[src/pkg/adcc_consts.svh]
`ifndef ADCC_CONSTS_SVH
`define ADCC_CONSTS_SVH

// Register addresses on the core's special function register port
`define ADCC_ADDR_CTL1 8'hEF
`define ADCC_ADDR_CTL2 8'hD8
`define ADCC_ADDR_RES_LO 8'hD9
`define ADCC_ADDR_RES_HI 8'hDA
`define ADCC_ADDR_DMA_LEN 8'hDB

`define ADCC_CTL1_RESET 8'h00
`define ADCC_CTL2_RESET 8'h00
`define ADCC_DMA_LEN_RESET 8'h00

// Control one fields
`define ADCC_C1_POWER 7
`define ADCC_C1_REF 6
`define ADCC_C1_CK_HI 5
`define ADCC_C1_CK_LO 4
`define ADCC_C1_AQ_HI 3
`define ADCC_C1_AQ_LO 2
`define ADCC_C1_TIMER 1
`define ADCC_C1_PIN 0

// Control two fields
`define ADCC_C2_DONE 7
`define ADCC_C2_DMA 6
`define ADCC_C2_CONT 5
`define ADCC_C2_SINGLE 4
`define ADCC_C2_CS_HI 3
`define ADCC_C2_CS_LO 0

// Converter clock timing, temperature channel code and DMA address step
`define ADCC_DIV_00 6'h08
`define ADCC_DIV_01 6'h04
`define ADCC_DIV_10 6'h10
`define ADCC_DIV_11 6'h20
`define ADCC_CONV_TICKS 5'h11
`define ADCC_CHAN_TEMP 4'h8
`define ADCC_DMA_STEP 24'h00_0002

`endif

[src/pkg/adcc_pkg.sv]
package adcc_pkg;

	typedef enum logic [1:0]
	{
		ADCC_IDLE = 2'b00,
		ADCC_ACQ = 2'b01,
		ADCC_CONV = 2'b10
	} adcc_phase_t;

	typedef struct packed
	{
		logic [5:0] cnt;
		logic tick;
	} adcc_div_state_t;

	typedef struct packed
	{
		logic [7:0] ctl1;
		logic done;
		logic dma;
		logic cont;
		logic single;
		logic [3:0] cs;
		logic [7:0] dma_len;
		logic [7:0] dma_cnt;
		logic [23:0] dma_addr;
		logic [15:0] result;
		adcc_phase_t phase;
		logic [4:0] ticks;
		logic [3:0] chan;
		logic pin_prev;
		logic busy;
		logic track;
		logic run;
		logic [7:0] rdata;
		logic xmem_wr;
		logic [23:0] xmem_addr;
		logic [15:0] xmem_data;
		logic cal_done;
		logic cal_load;
		logic [7:0] cal_offset;
		logic [7:0] cal_gain;
	} adcc_state_t;

endpackage

[src/pkg/adcc_tick_if.sv]
`timescale 1ns/10ps
interface adcc_tick_if;
	logic [1:0] div_code;
	logic run;
	logic tick;

	modport master
	(
		output div_code,
		output run,
		input tick
	);

	modport divider
	(
		input div_code,
		input run,
		output tick
	);
endinterface

[src/verilog/adcc_top.sv]
`timescale 1ns/10ps
`include "adcc_consts.svh"
// Overview of operation
// RQ1: Power bit powers converter up or down
// RQ2: Reference select picks external or internal reference
// RQ3: Divide bits pick master clock ratio
// RQ4: Software keeps converter clock within limit
// RQ5: Conversion lasts seventeen converter clocks
// RQ6: Acquisition lasts one to four converter clocks
// RQ7: Software should pick three acquisition clocks
// RQ8: Timer overflow starts conversion when enabled
// RQ9: Low pin pulse starts conversion when enabled
// RQ10: Pin pulse exceeds minimum width per sample
// RQ11: Result carries twelve bits plus channel tag
// RQ12: Straight binary result, full scale over 4096
// RQ13: Control one resets to all zeros
// RQ14: Single and continuous modes, any start source
// RQ15: DMA mode streams samples to external memory
// RQ16: Calibration coefficients load after power up
// RQ17: Eight channels plus temperature input
// RQ18: Done flag set at end, cleared by vector
// RQ19: Single request bit self clears when done
// RQ20: Channel select sampled when conversion starts
// RQ21: Start sources merged, ignored while busy
// RQ22: Busy spans conversion, result and flag together
module adcc_top
#(
	parameter logic [7:0] CAL_OFFSET_INIT = 8'h80, // Arbitrary factory value
	parameter logic [7:0] CAL_GAIN_INIT = 8'h80 // Arbitrary factory value
)
(
	input wire logic clk_sys,
	input wire logic reset_n,
	input wire logic [7:0] sfr_addr,
	input wire logic sfr_wr,
	input wire logic sfr_rd,
	input wire logic [7:0] sfr_wdata,
	output logic [7:0] sfr_rdata,
	input wire logic timer2_overflow,
	input wire logic convert_start_pin_n,
	input wire logic irq_vector_ack,
	input wire logic [11:0] sar_result,
	output logic converter_power_on,
	output logic reference_select,
	output logic [3:0] mux_select,
	output logic track_hold,
	output logic busy,
	output logic conversion_done_flag,
	output logic xmem_wr,
	output logic [23:0] xmem_addr,
	output logic [15:0] xmem_data,
	output logic cal_load,
	output logic [7:0] cal_offset,
	output logic [7:0] cal_gain
);
	import adcc_pkg::*;

	logic [1:0] rst_sync;
	logic rst_n;
	adcc_state_t st_reg;
	adcc_state_t st_next;
	adcc_tick_if tk ();
	logic wr_c1;
	logic wr_c2;
	logic wr_len;
	logic start_req;
	logic finish;
	logic [1:0] aq;

	always_ff @(posedge clk_sys or negedge reset_n)
	begin
		if (!reset_n)
			rst_sync <= 2'b00;
		else
			rst_sync <= {rst_sync[0], 1'b1};
	end
	assign rst_n = rst_sync[1];

	adcc_clkdiv u_div
	(
		.clk_sys(clk_sys),
		.rst_n(rst_n),
		.tk(tk)
	);

	assign tk.div_code = {st_reg.ctl1[`ADCC_C1_CK_HI], st_reg.ctl1[`ADCC_C1_CK_LO]};
	assign tk.run = st_reg.run;
	assign aq = st_reg.ctl1[`ADCC_C1_AQ_HI:`ADCC_C1_AQ_LO];

	always_comb
	begin
		wr_c1 = sfr_wr && (sfr_addr == `ADCC_ADDR_CTL1);
		wr_c2 = sfr_wr && (sfr_addr == `ADCC_ADDR_CTL2);
		wr_len = sfr_wr && (sfr_addr == `ADCC_ADDR_DMA_LEN);
		st_next = st_reg;
		st_next.xmem_wr = 1'b0;
		st_next.cal_load = 1'b0;
		finish = 1'b0;

		// Coefficients go out once, the cycle after reset release
		if (!st_reg.cal_done) // see RQ16
		begin
			st_next.cal_done = 1'b1;
			st_next.cal_load = 1'b1;
			st_next.cal_offset = CAL_OFFSET_INIT;
			st_next.cal_gain = CAL_GAIN_INIT;
		end

		if (wr_c1)
			st_next.ctl1 = sfr_wdata; // see RQ1
		if (wr_len)
			st_next.dma_len = sfr_wdata;
		if (wr_c2)
		begin
			st_next.dma = sfr_wdata[`ADCC_C2_DMA];
			st_next.cont = sfr_wdata[`ADCC_C2_CONT];
			st_next.single = sfr_wdata[`ADCC_C2_SINGLE];
			st_next.cs = sfr_wdata[`ADCC_C2_CS_HI:`ADCC_C2_CS_LO];
			if (sfr_wdata[`ADCC_C2_DMA] && !st_reg.dma)
			begin
				st_next.dma_addr = 24'h00_0000;
				st_next.dma_cnt = 8'h00;
			end
		end

		// Pin inputs are synchronous, so a plain falling edge marks the low pulse
		st_next.pin_prev = convert_start_pin_n;
		start_req = st_reg.single || st_reg.cont || st_reg.dma
			|| (st_reg.ctl1[`ADCC_C1_TIMER] && timer2_overflow) // see RQ8
			|| (st_reg.ctl1[`ADCC_C1_PIN] && st_reg.pin_prev
			&& !convert_start_pin_n); // see RQ9, RQ14, RQ21

		unique case (st_reg.phase)
			ADCC_IDLE:
			begin
				if (start_req && st_reg.ctl1[`ADCC_C1_POWER] && st_reg.cal_done) // see RQ21
				begin
					st_next.phase = ADCC_ACQ;
					st_next.chan = st_reg.cs; // see RQ20
					st_next.ticks = 5'h00;
					st_next.run = 1'b1;
					st_next.busy = 1'b1; // see RQ22
					st_next.track = 1'b1;
				end
			end
			ADCC_ACQ:
			begin
				if (tk.tick)
				begin
					if (st_reg.ticks == {3'b000, aq}) // see RQ6
					begin
						st_next.phase = ADCC_CONV;
						st_next.ticks = 5'h00;
						st_next.track = 1'b0;
					end
					else
						st_next.ticks = st_reg.ticks + 5'h01;
				end
			end
			ADCC_CONV:
			begin
				// A power-down in flight must not finish with a result or a flag
				if (tk.tick && st_reg.ctl1[`ADCC_C1_POWER]) // see RQ1
				begin
					if (st_reg.ticks == `ADCC_CONV_TICKS - 5'h01) // see RQ5
						finish = 1'b1;
					else
						st_next.ticks = st_reg.ticks + 5'h01;
				end
			end
			default:
				st_next.phase = ADCC_IDLE;
		endcase

		if (finish)
		begin
			st_next.phase = ADCC_IDLE;
			st_next.run = 1'b0;
			st_next.busy = 1'b0;
			// Sar code is passed as straight binary, one step per FS/4096
			st_next.result = {st_reg.chan, sar_result}; // see RQ11, RQ12, RQ22
			if (st_reg.single && !(wr_c2 && sfr_wdata[`ADCC_C2_SINGLE]))
				st_next.single = 1'b0; // see RQ19
			if (st_reg.dma)
			begin
				st_next.xmem_wr = 1'b1; // see RQ15
				st_next.xmem_addr = st_reg.dma_addr;
				st_next.xmem_data = {st_reg.chan, sar_result};
				st_next.dma_addr = st_reg.dma_addr + `ADCC_DMA_STEP;
				st_next.dma_cnt = st_reg.dma_cnt + 8'h01;
				if (st_reg.dma_cnt + 8'h01 >= st_reg.dma_len)
					st_next.dma = 1'b0;
			end
		end

		// Powering down aborts a conversion in flight without a result
		if (!st_reg.ctl1[`ADCC_C1_POWER] && st_reg.phase != ADCC_IDLE) // see RQ1
		begin
			st_next.phase = ADCC_IDLE;
			st_next.run = 1'b0;
			st_next.busy = 1'b0;
			st_next.track = 1'b0;
		end

		// Hardware set wins over a software or vector clear in the same cycle
		if (wr_c2)
			st_next.done = sfr_wdata[`ADCC_C2_DONE];
		if (irq_vector_ack)
			st_next.done = 1'b0;
		if (finish && (!st_reg.dma || st_next.dma == 1'b0))
			st_next.done = 1'b1; // see RQ18

		st_next.rdata = st_reg.rdata;
		if (sfr_rd)
		begin
			unique case (sfr_addr)
				`ADCC_ADDR_CTL1: st_next.rdata = st_reg.ctl1;
				`ADCC_ADDR_CTL2: st_next.rdata = {st_reg.done, st_reg.dma, st_reg.cont,
					st_reg.single, st_reg.cs};
				`ADCC_ADDR_RES_LO: st_next.rdata = st_reg.result[7:0];
				`ADCC_ADDR_RES_HI: st_next.rdata = st_reg.result[15:8]; // see RQ11
				`ADCC_ADDR_DMA_LEN: st_next.rdata = st_reg.dma_len;
				default: st_next.rdata = 8'h00;
			endcase
		end
	end

	always_ff @(posedge clk_sys or negedge rst_n)
	begin
		if (!rst_n)
		begin
			st_reg <= '0;
			st_reg.ctl1 <= `ADCC_CTL1_RESET; // see RQ13
			st_reg.dma_len <= `ADCC_DMA_LEN_RESET;
			st_reg.phase <= ADCC_IDLE;
		end
		else
			st_reg <= st_next;
	end

	assign sfr_rdata = st_reg.rdata;
	assign converter_power_on = st_reg.ctl1[`ADCC_C1_POWER]; // see RQ1
	assign reference_select = st_reg.ctl1[`ADCC_C1_REF]; // see RQ2
	// Codes above the temperature input are passed on; the mux ignores them
	assign mux_select = st_reg.chan; // see RQ17
	assign track_hold = st_reg.track;
	assign busy = st_reg.busy;
	assign conversion_done_flag = st_reg.done;
	assign xmem_wr = st_reg.xmem_wr;
	assign xmem_addr = st_reg.xmem_addr;
	assign xmem_data = st_reg.xmem_data;
	assign cal_load = st_reg.cal_load;
	assign cal_offset = st_reg.cal_offset;
	assign cal_gain = st_reg.cal_gain;
endmodule

[src/verilog/adcc_clkdiv.sv]
`timescale 1ns/10ps
`include "adcc_consts.svh"
module adcc_clkdiv
(
	input wire logic clk_sys,
	input wire logic rst_n,
	adcc_tick_if.divider tk
);
	import adcc_pkg::*;

	adcc_div_state_t st_reg;
	adcc_div_state_t st_next;
	logic [5:0] ratio;

	always_comb
	begin
		unique case (tk.div_code) // see RQ3
			2'b00: ratio = `ADCC_DIV_00;
			2'b01: ratio = `ADCC_DIV_01;
			2'b10: ratio = `ADCC_DIV_10;
			2'b11: ratio = `ADCC_DIV_11;
		endcase
		st_next = st_reg;
		st_next.tick = 1'b0;
		// Counter restarts with each conversion so the first period is whole
		if (!tk.run)
			st_next.cnt = 6'h00;
		else if (st_reg.cnt == ratio - 6'h01)
		begin
			st_next.cnt = 6'h00;
			st_next.tick = 1'b1;
		end
		else
			st_next.cnt = st_reg.cnt + 6'h01;
	end

	always_ff @(posedge clk_sys or negedge rst_n)
	begin
		if (!rst_n)
			st_reg <= '0;
		else
			st_reg <= st_next;
	end

	assign tk.tick = st_reg.tick;
endmodule

[config.mk]
export PLATFORM = sky130hd
export DESIGN_NAME = adcc_top
export DESIGN_NICKNAME = d
export VERILOG_FILES = /design/src/pkg/adcc_pkg.sv /design/src/pkg/adcc_tick_if.sv /design/src/verilog/adcc_top.sv /design/src/verilog/adcc_clkdiv.sv
export VERILOG_INCLUDE_DIRS = /design/src /design/src/pkg
export SDC_FILE = /design/constraint.sdc
export NUM_CORES = 1
export LEC_CHECK = 0
export BUFFER_PORTS_ARGS = -buffer_cell sky130_fd_sc_hd__buf_2
export CAP_MARGIN = 20
export CORE_UTILIZATION = 57
export CTS_CLUSTER_SIZE = 24
export DETAILED_ROUTE_END_ITERATION = 10
export GPL_ROUTABILITY_DRIVEN = 0
export PLACE_DENSITY = 0.8
export SETUP_SLACK_MARGIN = 0.2
export SYNTH_ARGS = -nofsm -noshare
export SYNTH_HDL_FRONTEND = slang
export SYNTH_SLANG_ARGS = --single-unit
export TNS_END_PERCENT = 30
[constraint.sdc]
create_clock -name clk_sys -period 5.3 [get_ports clk_sys]
set_input_delay 1.06 -clock clk_sys [delete_from_list [all_inputs] [get_ports clk_sys]]
set_output_delay 1.06 -clock clk_sys [all_outputs]
set_load 0.01 [all_outputs]
-- After elaboration in Yosys (flattened, before gate mapping)
Index checks and enable logic that the tools add are counted.
- register bits after elaboration: 148
- bits in latches: 0
- RAM bits: 0
- memory bits (read-only): 0
- output and inout bits: 75
- word-level logic and storage cells: 138
- memories kept: 0
- add/subtract/negate cells: 5
- multipliers: 0
- div/mod/pow operators: 0
- magnitude comparators: 1
- equal/unequal tests: 24
- shift operators: 0
- mux-type cells: 43
- bitwise gates (word level): 1
- reductions and logical operators: 37
- operator list (kind ; number):
    $mux W32 ; 3
    $mux W41 ; 2
    $mux W50 ; 1
    $eq A8 B8 Y1 const B ; 5
    $pmux W8 S5 ; 1
    $add A24 B2 Y24 const B ; 1
    $pmux W6 S4 ; 1
    $mux W1 ; 19
    $mux W17 ; 1
    $mux W5 ; 3
    $pmux W5 S3 ; 1
    $reduce_bool A3 Y1 ; 5
    $logic_and A1 B1 Y1 ; 14
    $mux W7 ; 2
    $mux W6 ; 2
    $mux W11 ; 1
    $ne A3 B3 Y1 const B ; 3
    $add A8 B1 Y8 const B ; 1
    $ge A8 B8 Y1 ; 1
    $ne A4 B4 Y1 const B ; 2
    $reduce_and A4 Y1 ; 2
    $add A6 B1 Y6 const B ; 1
    $eq A2 B2 Y1 const B ; 3
    $eq A6 B6 Y1 ; 1
    20 further kinds ; 35

-- Logic depth before layout (Yosys ltp)
- depth in word-level cells: 10
- gate-level depth with buffers: 9
- mapped depth without buffers: 9

-- Modules after synthesis
Synthesis repeated with hierarchy kept, for this count alone.
- cells, all modules: 735
- area, all modules: 7355.8 um2
- by module, submodules not included (module ; times used ; cells an instance ; area an instance (um2) ; seq. area each (um2)):
    adcc_top ; 1 ; 696 ; 6904.1 ; 3503.4
    adcc_clkdiv ; 1 ; 39 ; 451.7 ; 175.2

-- Worst setup path after synthesis
No wires, ideal clock.
- path kind: input-to-reg
- start: input port sfr_addr[2]
- end: register st_reg[117] in the netlist's numbering
- arrival time: 2635 ps
- setup slack: 2535 ps
- cell stages on the path: 6
- path buffers: 1
- path through: or3b_1 > or4b_4 > or3b_4 > buf_6 > o211ai_1 > o31ai_1
- RTL lines (element ; RTL line ; RTL):
    start, declared ; adcc_top.sv:34 ; input wire logic [7:0] sfr_addr,
    end signal, assigned ; adcc_top.sv:238 ; st_reg <= st_next;
    end, declared ; adcc_top.sv:60 ; adcc_state_t st_reg;

==> flow_summary.json <==
{
  "grt_pass1_wl_mm": 24.8,
  "fin_cells": 950,
  "arrival_ps": 3230,
  "synth_ff_type": "dfrtp_1",
  "cts-root-buf": "clkbuf_16",
  "tightest_slew_ps": 1060,
  "postSynthCellCount": 732,
  "grt_pass1_vias": 5111,
  "die_y_um": 115,
  "ios": 110,
  "async_flop_share": 1.00,
  "timing.final.crit_share": 0.544,
  "critPathLaunchType": "register",
  "power_density_mw_per_mm2": 322,
  "fin_crit_ps": 2880,
  "dr.pass1.iters": 5,
  "hold_path.class": "register to async pin",
  "path_cells": "inv_1 > ha_1 > and3_1 > nand4_1 > buf_4 > or3_1 > a21oi_1",
  "status": "finished clean",
  "critPathCaptureType": "register",
  "fin_ws_ps": 2420,
  "ir_drop_mv": 0.276,
  "syn_to_final_growth_pct": 10.3,
  "drv_slew": 0,
  "synth_edf_count": 0,
  "path_delay_family": "simple AND/OR/NAND/NOR gates",
  "netlist_top_cells_count": "197 x nand2_1, 147 x dfrtp_1, 68 x buf_4",
  "drtAntennaViolNets": 0,
  "synthTopCellsByArea": "dfrtp_1 51%, nand2_1 10%, buf_4 7.1%",
  "rsz0062_at_grt": "false",
  "cts-htree-levels": 4,
  "critical_path_class": "register to register",
  "drc": 0,
  "skew_ps": 6.33,
  "drive_gt1_frac": 0.216,
  "dp_slack_ps": 2170,
  "cts_max_path_buffers": 2,
  "yosys_register_bits": 147,
  "grt_max_degree": 88,
  "fill_cells": 976,
  "clock_sinks": 147,
  "num_rows": 40,
  "dp_cells": 919,
  "crit_slowest_cell": "nand4_1",
  "drv_cap": 0,
  "seq_area_frac_synth": 0.509,
  "ys_types": 56,
  "cp_num_buf_inv": 2,
  "cts_buffers": 17,
  "postCtsSetupRepairBufs": 0,
  "ctsHoldBuffers": 0,
  "cts_tree": "yes",
  "grt_antenna_before_repair": 0,
  "synth-warning-count": 0,
  "syn_area_per_cell_um2": 9.87,
  "setup_tns_ps": 0,
  "gr-total-overflow": 0,
  "grt_util_all_layers": 0.246,
  "netlist_area_mm2": 0.00722,
  "initial_core_util": 0.594,
  "synth_top_area_cell": "dfrtp_1",
  "worst-path-stages": 7,
  "clk_pin_slew_ps": 60,
  "dp_hpwl_mm": 10.1,
  "max_stage_delay_ps": 720,
  "max_clock_freq_mhz": 347,
  "final-seq-area_mm2": 0.00368,
  "relSlewSlack": 0.290,
  "vias_per_cell": 5.48,
  "finalHoldViolCount": 0,
  "wirelength_mm": 14.7,
  "nets": 824,
  "setup_viol": 0,
  "synthMostInstantiatedCell": "nand2_1",
  "post_cts_resized": 0,
  "required_ps": 5650,
  "total_power_mw": 2.57,
  "p_leak_nw": 3.82,
  "clk_latency_ps": 420,
  "die_x_um": 115,
  "vias": 5202,
  "drt_iter0_drc": 265,
  "multi_input_area_mm2": 0.00290,
  "port_buffers": 95,
  "placeableCoreArea_mm2": 0.0122,
  "reg2reg_depth": 7,
  "largest_reg_flops": 76,
  "design.die.area_mm2": 0.0131,
  "routedWlPerCell_um": 15.5,
  "yosysTopAreaCellShare": 0.509,
  "critPathMaxFanout": 30,
  "antennaDiodeCount": 0
}
## placed cells by master (no fill, tap or decap), types with 16 or more instances in the layout
| master | synthesis | layout |
|---|---|---|
| a21oi_1 | 16 | 16 |
| ha_1 | 18 | 18 |
| nor2_1 | 45 | 45 |
| inv_1 | 21 | 21 |
| nand4_1 | 18 | 18 |
| buf_2 | 6 | 95 |
| xor2_1 | 22 | 22 |
| nand2_1 | 197 | 197 |
| dfrtp_1 | 147 | 146 |
| mux2_2 | 24 | 24 |
| clkbuf_16 | 0 | 17 |
| nand3_1 | 20 | 20 |
| conb_1 | 2 | 16 |
## layout make-up
cell class,instances,share of cell area
flip-flops and latches,147,0.462
clock buffers,19,0.0556
well taps,168,0.0264
repair buffers,100,0.0674
inverters,21,0.00989
multi-input cells,484,0.364
clock inverters,11,0.0143
## final timing paths
kind	startpoint	end	slack (ps)
setup / recovery	st_reg[80]$_DFFE_PN0P_	st_reg[129]$_DFF_PN0_	2420
hold / removal	rst_sync[1]$_DFF_PN0_	xmem_data[8]$_DFFE_PN0P_	260
setup reg to reg	st_reg[80]$_DFFE_PN0P_	st_reg[129]$_DFF_PN0_	2420
hold reg to reg	rst_sync[1]$_DFF_PN0_	xmem_data[8]$_DFFE_PN0P_	260
max in group asynchronous	rst_sync[1]$_DFF_PN0_	st_reg[88]$_DFFE_PN0P_	3950
min in group clk_sys	rst_sync[0]$_DFF_PN0_	rst_sync[1]$_DFF_PN0_	360
## cells by family (layout without fill, tap and decap cells)
family,after synthesis,in the layout,synth area share
and+or+nand+nor,319,319,0.194
DFF,147,147,0.509
buffers and inverters,115,151,0.0972
AOI/OAI and AO/OA,61,61,0.0575
muxes,39,39,0.0720
xor gates and xnor gates,31,31,0.0376
adders and majority gates,18,18,0.0312
other,2,16,0.00104
## through the flow
step | utilization | instance area, µm² | hold slack [ps]
6_report | 0.655 | 7970 | 256
5_1_grt | 0.655 | 7970 | 293
4_1_cts | 0.653 | 7940 | 359
3_5_place_dp | 0.607 | 7380 | 339
3_3_place_gp | 0.606 | 7370 | 339
2_1_floorplan | - | 7280 | 331
## report_power, final
group	total (mW)	internal, mW	switching [mW]
logic	0.233	0.0947	0.139
clock network	1.13	0.694	0.438
registers	1.20	1.16	0.0437
## per-layer routing
layer	wire length, µm	vias up	track usage
li1	-	2451	-
met1	6150	2553	0.312
met2	7430	166	0.397
met3	664	32	0.0566
met4	461	0	0.126
met5	0	-	0
Note: power is estimated with default switching activity, not from simulation.
